## src/ipcc_pkg.sv

```systemverilog
// idle power configuration control: shared constants and types
// assumes one 50 MHz cpu clock and an asynchronous active-high reset
// ----------------------------------------------------------------
// Overview of operation
// on idle instruction copy idle config into idle state, then gate clocks
// software issues the idle instruction alone, never paired
// writing one clears a pending flag; software clears all before sleeping
// wake pin direction bit set to one makes wake pin an input
// software sets rtc interrupt enable to wake on rtc events
// memory port stays awake while usb dma, lcd or dma is active
// wake restarts cpu clocks, runs handler, resumes after idle
// hardware reset during sleep fully resets, nothing kept
// light sleep keeps rtc and clock generator running, stops cpu, peripherals
// light sleep wake needs no power-up or pll relock wait
// deep sleep stops cpu, clock generator, peripherals, usb; rtc runs
// software waits for pll relock after deep sleep
// software re-enables clock generator after deep sleep wake
// software sets all six idle bits to stop the cpu domain
// software drains dma, stops usb, idles peripherals, in that order
// deep sleep only: software stops clock generator before clearing flags
// software enables wake interrupt; only enabled interrupts wake
// software lowers clock rate before lowering core voltage
// software waits for supply to settle after raising voltage
// light sleep also wakes on any unmasked peripheral interrupt
// deep sleep wakes on wake pin, rtc, external irq a or b, reset
// each idle state bit gates only its own unit clock
// ----------------------------------------------------------------
package ipcc_pkg;

   // --------------------------------------------------------------
   // idle bit positions
   // --------------------------------------------------------------
   localparam int IPCC_IDLE_W = 6;
   localparam int IPCC_CPU_BIT = 0;
   localparam int IPCC_MEMORY_ACCESS_PORT_BIT = 1;
   localparam int IPCC_XPORT_BIT = 2;
   localparam int IPCC_DPORT_BIT = 3;
   localparam int IPCC_IPORT_BIT = 4;
   localparam int IPCC_COP_BIT = 5;
   localparam logic [5:0] IPCC_IDLE_RST = 6'h00;
   localparam logic [5:0] IPCC_IDLE_ALL = 6'h3f;

   // --------------------------------------------------------------
   // interrupt flag layout
   // --------------------------------------------------------------
   localparam int IPCC_FLAG_W = 16;
   localparam int IPCC_EXT_A_BIT = 2;
   localparam int IPCC_EXT_B_BIT = 3;
   localparam int IPCC_RTC_BIT = 2;
   localparam logic [15:0] IPCC_FLAG_RST = 16'h0000;
   localparam logic [15:0] IPCC_DEEP_MASK_LOW = 16'h000c;
   localparam logic [15:0] IPCC_DEEP_MASK_HIGH = 16'h0004;

   typedef logic [IPCC_IDLE_W-1:0] ipcc_idle_t;

   typedef struct packed {
      logic [IPCC_FLAG_W-1:0] high;
      logic [IPCC_FLAG_W-1:0] low;
   } ipcc_irq_t;

   // gray order along active, enter, sleep, wake
   typedef enum logic [1:0] {
      IPCC_ACTIVE = 2'h0,
      IPCC_ENTER = 2'h1,
      IPCC_SLEEP = 2'h3,
      IPCC_WAKE = 2'h2
   } ipcc_fsm_t;

   typedef struct packed {
      ipcc_fsm_t fsm;
      logic deep;
      ipcc_idle_t idle_state_reg;
      ipcc_irq_t flags;
      logic wakeIrq;
   } ipcc_state_t;

endpackage

```

## src/ipcc_ctrl.sv

```systemverilog
// idle power configuration control: idle entry, clock gating, wake
// assumes cpu pulses idleExec once per idle instruction; reset is the
// device hardware reset and clears all sleep state
`timescale 1ns/10ps
module ipcc_ctrl import ipcc_pkg::*; (
   // clock and reset
   input wire logic clock,
   input wire logic rst,
   // idle instruction
   input wire logic idleExec,
   input wire logic idleParallel,
   input wire ipcc_idle_t idleConfigReg,
   // cpu interrupt flags and enables
   input wire ipcc_irq_t irqSet,
   input wire logic flagClrStb,
   input wire ipcc_irq_t flagClr,
   input wire ipcc_irq_t cpuIrqEnables,
   // rtc and wake pin
   input wire logic rtcEvent,
   input wire logic rtcIrqEnable,
   input wire logic wakePin,
   input wire logic wakePinDirection,
   // bus masters on the memory port
   input wire logic usbDmaActive,
   input wire logic lcdActive,
   input wire logic dmaActive,
   // clock generator state set by software
   input wire logic clkGenEnabled,
   // status
   output ipcc_idle_t idleStateReg,
   output ipcc_irq_t cpuIrqFlags,
   output logic lightSleepMode,
   output logic deepSleepMode,
   output logic wakeIrq,
   // clock enables and wake pin output enable
   output ipcc_idle_t unitClkEn,
   output logic periphClkEn,
   output logic usbClkEn,
   output logic clkGenClkEn,
   output logic rtcClkEn,
   output logic wakePinOe
);

   // ---------------------------------------------------------------
   // state
   // ---------------------------------------------------------------
   ipcc_state_t s_q;
   ipcc_state_t s_d;
   ipcc_irq_t setNow;
   logic wake;
   logic portBusy;
   logic asleep;

   assign portBusy = usbDmaActive | lcdActive | dmaActive;
   assign asleep = (s_q.fsm == IPCC_SLEEP);

   // rtc reaches its flag only when enabled
   always_comb begin
      setNow = irqSet;
      setNow.high[IPCC_RTC_BIT] = irqSet.high[IPCC_RTC_BIT] | (rtcEvent & rtcIrqEnable);
   end

   ipcc_wake_detect u_wake (
      .deep(s_q.deep),
      .flags(s_q.flags),
      .enables(cpuIrqEnables),
      .wakePin(wakePin),
      .wakePinDirection(wakePinDirection),
      .wake(wake)
   );

   // ---------------------------------------------------------------
   // next state
   // ---------------------------------------------------------------
   always_comb begin
      s_d = s_q;
      s_d.wakeIrq = 1'b0;
      // write one clears, set wins
      if (flagClrStb) begin
         s_d.flags = s_q.flags & ~flagClr;
      end
      s_d.flags = s_d.flags | setNow;
      case (s_q.fsm)
         IPCC_ACTIVE: begin
            // latch config; R02 paired issue ignored
            if (idleExec && !idleParallel) begin
               s_d.idle_state_reg = idleConfigReg;
               s_d.deep = ~clkGenEnabled;
               s_d.fsm = IPCC_ENTER;
            end
         end
         IPCC_ENTER: begin
            // partial idle keeps cpu running
            if (s_q.idle_state_reg[IPCC_CPU_BIT]) begin
               s_d.fsm = IPCC_SLEEP;
            end else begin
               s_d.fsm = IPCC_ACTIVE;
               s_d.deep = 1'b0;
            end
         end
         IPCC_SLEEP: begin
            // no relock or power-up wait
            if (wake) begin
               s_d.fsm = IPCC_WAKE;
               s_d.idle_state_reg = IPCC_IDLE_RST;
               s_d.wakeIrq = 1'b1;
            end
         end
         IPCC_WAKE: begin
            // handler runs, then code resumes past the idle
            s_d.fsm = IPCC_ACTIVE;
            s_d.deep = 1'b0;
         end
         default: begin
            s_d.fsm = IPCC_ACTIVE;
         end
      endcase
   end

   // reset discards all sleep state
   always_ff @(posedge clock or posedge rst) begin
      if (rst) begin
         s_q.fsm <= IPCC_ACTIVE;
         s_q.deep <= 1'b0;
         s_q.idle_state_reg <= IPCC_IDLE_RST;
         s_q.flags <= '{high: IPCC_FLAG_RST, low: IPCC_FLAG_RST};
         s_q.wakeIrq <= 1'b0;
      end else begin
         s_q <= s_d;
      end
   end

   // ---------------------------------------------------------------
   // outputs
   // ---------------------------------------------------------------
   assign idleStateReg = s_q.idle_state_reg;
   assign cpuIrqFlags = s_q.flags;
   assign wakeIrq = s_q.wakeIrq;
   assign lightSleepMode = asleep & ~s_q.deep;
   assign deepSleepMode = asleep & s_q.deep;

   // one gate per unit
   genvar gi;
   generate
      for (gi = 0; gi < IPCC_IDLE_W; gi++) begin : g_gate
         if (gi == IPCC_MEMORY_ACCESS_PORT_BIT) begin : g_memory_access_port
            // masters still need the memory port
            assign unitClkEn[gi] = ~s_q.idle_state_reg[gi] | portBusy;
         end else begin : g_unit
            // idle state drives gating
            assign unitClkEn[gi] = ~s_q.idle_state_reg[gi];
         end
      end
   endgenerate

   // light sleep keeps generator running
   // deep sleep stops generator and usb
   assign periphClkEn = ~asleep;
   assign usbClkEn = ~deepSleepMode;
   assign clkGenClkEn = ~deepSleepMode;
   assign rtcClkEn = 1'b1;
   // direction bit one makes the pin an input
   assign wakePinOe = ~wakePinDirection;
endmodule // ipcc_ctrl

```

## src/ipcc_wake_detect.sv

```systemverilog
// idle power configuration control: wake source qualification
// assumes flags and enables are already registered in the cpu domain
`timescale 1ns/10ps
module ipcc_wake_detect import ipcc_pkg::*; (
   // mode
   input wire logic deep,
   // sources
   input wire ipcc_irq_t flags,
   input wire ipcc_irq_t enables,
   input wire logic wakePin,
   input wire logic wakePinDirection,
   // result
   output logic wake
);
   ipcc_irq_t live;
   logic pinWake;
   logic deepWake;
   logic lightWake;

   // only enabled
   assign live = flags & enables;
   // pin must be input
   assign pinWake = wakePin & wakePinDirection;
   // deep sources
   assign deepWake = pinWake | (|(live.low & IPCC_DEEP_MASK_LOW))
      | (|(live.high & IPCC_DEEP_MASK_HIGH));
   // any unmasked source
   assign lightWake = pinWake | (|live);
   assign wake = deep ? deepWake : lightWake;
endmodule // ipcc_wake_detect

```

## config.mk

```make
export PLATFORM = sky130hd
export DESIGN_NAME = ipcc_ctrl
export DESIGN_NICKNAME = d
export VERILOG_FILES = /design/src/ipcc_pkg.sv /design/src/ipcc_ctrl.sv /design/src/ipcc_wake_detect.sv
export SDC_FILE = /design/constraint.sdc
export NUM_CORES = 1
export LEC_CHECK = 0
export BUFFER_PORTS_ARGS = -buffer_cell sky130_fd_sc_hd__buf_2
export CORE_AREA = 3 3 96 98
export DETAILED_ROUTE_END_ITERATION = 10
export DIE_AREA = 0 0 99 101
export GPL_TIMING_DRIVEN = 1
export PLACE_DENSITY_LB_ADDON = 0.05
export SETUP_SLACK_MARGIN = 0.15
export SLEW_MARGIN = 20
export SYNTH_ARGS = -nofsm -noshare
export SYNTH_HDL_FRONTEND = slang
export SYNTH_HIERARCHICAL = 1
export SYNTH_SLANG_ARGS = --single-unit
```

## constraint.sdc

```tcl
create_clock -name clock -period 2.07 [get_ports clock]
set_input_delay 0.3105 -clock clock [delete_from_list [all_inputs] [get_ports clock]]
set_output_delay 0.3105 -clock clock [all_outputs]
set_load 0.02 [all_outputs]
```

==> results.cfg <==
[setup_path]
crit_type = flop to flop
crit_family = simple AND/OR/NAND/NOR gates
cp-end-kind = flop
required_ns = 2.25
cp.arrival_ns = 2.26
path_buf_inv = 0
path_cells = a22o_1 > a221oi_2 > nand4_1 > nor3_2 > o211ai_1 > and2b_4 > a211oi_4 > mux2_4
cp_max_fo = 2
max_stage_delay_ns = 0.38
worstSetupStartpointType = flop
crit_slowest_cell = dfrtp_1

[drt]
finalWirelength_um = 6180
vias_per_cell = 4.23
drt-pass1-iter-count = 4
ant_nets = 0
wl_per_cell_um = 13.3
drc = 0
via_count = 1963
drt_iter0_drc = 25

[floorplanning]
num_io_pins = 167
die-area_mm2 = 0.0100
initial_core_util = 0.266
die_h_um = 101
die_x_um = 99
core_mm2 = 0.00855
row_count = 34

[synthesis]
netlist_area_mm2 = 0.00227
synthDominantCellAreaShare = 0.463
syn-num-nets = 337
ys_warn_count = 6
avgSynthCellArea_um2 = 10.5
synth_seq_area_share = 0.463
async_flop_share = 1.00
synthFlopType = dfrtp_1
synth_edf_count = 0
synth.area.top_cells = dfrtp_1 (46%), buf_4 (13%), a21o_1 (10%)
yosys.area.top_type = dfrtp_1
synth_cell_types = 31
synth-seq-cells = 42
syn_inst = 217
ys_top_cells_by_count = dfrtp_1 (42), buf_4 (40), nand2_1 (33)
synth_most_common_cell = dfrtp_1

[finish]
nNetsFinal = 476
finish.utilization = 0.361
syn_to_final_growth_pct = 35.9
layout-drive-gt1-share = 0.553
diodes = 0
nFillCells = 925
stdcell_count = 464

[power_and_ir_drop]
ir_worst_vdd_mv = 0.445
power.static_leakage_nw = 1.59
p_sw_w = 0.000959
internal-power_w = 0.00169
switching_share = 0.362
pwr-share-comb = 0.414
clockPowerShare = 0.189
p_per_area_mw_per_mm2 = 859
seq_power_share = 0.397

[clocking]
cts_hold_buffers = 0
cts_resized = 0
post_cts_buffers = 0
cts.reportedPaths.clkPinSlew_ns = 0.08
clock-sinks = 42
root_buffer = clkbuf_8
clk_path_buf_depth = 2
htreeDepth = 2
numCtsBuffers = 5
cts_tree = yes
clock_latency_ns = 0.29

[sta]
setup_viol = 1
period_needed_ns = 2.08
fin_skew_ns = 0.00735
fmax_mhz = 481
fin_crit_sh = 1.00
hold_viol_final = 0
setup-tns-final_ns = -0.00812
final_max_slew_viol_count = 0
fin_hold_ws_ns = 0.0334
layout_setup_ws_ns = -0.00812
rsz0062_at_grt = yes

[global_route]
grt_pass1_vias = 1989
grt_pass1_wl_um = 9450
grtUsageTotal = 0.120
antenna_found_initial = 0
grt_max_degree = 23
grt_overflow = 0

[placement]
placed_cells = 456
gp_congestion = 0.734
place_hpwl_um = 5200
io_buffer_count = 165

[worst_hold_path]
hold_path.class = input port to asynchronous set/reset pin

[job]
drv_cap = 0

[outcome]
status = finished with violations
violations = negative setup slack
[through the flow]
step           power, W  setup WS [ns]  area [µm²]
2_1_floorplan   0.00187          0.214        2270
3_3_place_gp    0.00219       -0.00321        3000
4_1_cts         0.00271        -0.0176        3080
3_5_place_dp    0.00219        -0.0251        3000
6_report        0.00265       -0.00812        3090
5_1_grt         0.00284         -0.150        3090
[metal layers]
layer | track usage | routed length, µm
met1 | 0.135 | 2330
met2 | 0.220 | 3230
met3 | 0.0346 | 564
met4 | 0.0315 | 59
met5 | 0 | 0
[cell usage in the layout (no fill, tap or decap), types with 2 or more instances in the layout]
cell	netlist	layout
mux2_2	2	2
inv_1	11	10
buf_4	40	9
clkbuf_8	0	5
a22o_1	5	5
nor2_1	3	3
a21oi_1	3	3
nand2_1	33	33
dfrtp_1	42	42
a21o_1	31	31
a22oi_1	5	5
mux2i_1	6	6
ha_1	5	5
a221oi_2	5	5
buf_2	0	165
nand2b_1	5	5
nand3_1	3	3
clkinv_2	0	2
[state kept, by name, indices dropped and copies added (netlist names)]
name / cells
cpuIrqFlags: 32
idleStateReg: 6
s_q: 3
wakeIrq: 1
[worst register-to-register path, stage by stage, from the launching register on]
cell and delay [ns]:
dfrtp_1 0.38, a22o_1 0.24, a221oi_2 0.22, nand4_1 0.21, nor3_2 0.16, o211ai_1 0.11
and2b_4 0.30, a211oi_4 0.05, mux2_4 0.30
[cells by family after synthesis]
group | count (synthesis) | synth area share
multiplexers | 9 | 0.0429
buffers and inverters | 54 | 0.155
other | 1 | 0.00165
AO/OA/AOI/OAI | 54 | 0.202
adder cells (fa/ha/maj) | 5 | 0.0275
AND/OR/NAND/NOR | 52 | 0.108
flip-flops | 42 | 0.463
[layout make-up]
type	count	area, µm²	share of cell area
Tap cell	108	135	0.0438
Inverter	11	41.3	0.0134
Clock buffer	5	68.8	0.0223
Clock inverter	2	10.0	0.00324
Timing Repair Buffer	175	913	0.296
Sequential cell	42	1050	0.340
Multi-Input combinational cell	121	868	0.281
[power by group through the flow]
| stage | Combinational [W] | Sequential [W] | Clock [W] |
|---|---|---|---|
| global route | 0.00120 | 0.00108 | 0.000567 |
| CTS | 0.00112 | 0.00106 | 0.000535 |
| floorplan | 0.000820 | 0.00105 | 0 |
| global placement | 0.00111 | 0.00108 | 0 |
| finish | 0.00110 | 0.00105 | 0.000502 |
| detailed placement | 0.00111 | 0.00108 | 0 |
[path summary, 6_finish.rpt]
kind | from | endpoint | slack (ns) | cells past startpoint
max | cpuIrqFlags[1]$_DFF_PP0_ | idleStateReg[1]$_DFFE_PP0P_ | -0.008 | 8
min | rst | cpuIrqFlags[19]$_DFF_PP0_ | 0.03 | 2
max reg2reg | cpuIrqFlags[1]$_DFF_PP0_ | idleStateReg[1]$_DFFE_PP0P_ | -0.008 | 8
min reg2reg | cpuIrqFlags[29]$_DFF_PP0_ | cpuIrqFlags[29]$_DFF_PP0_ | 0.50 | 1
max in group asynchronous | rst | cpuIrqFlags[20]$_DFF_PP0_ | 1.38 | 3
min in group clock | irqSet[26] | cpuIrqFlags[26]$_DFF_PP0_ | 0.19 | 2
(Power assumes the default switching activity.)
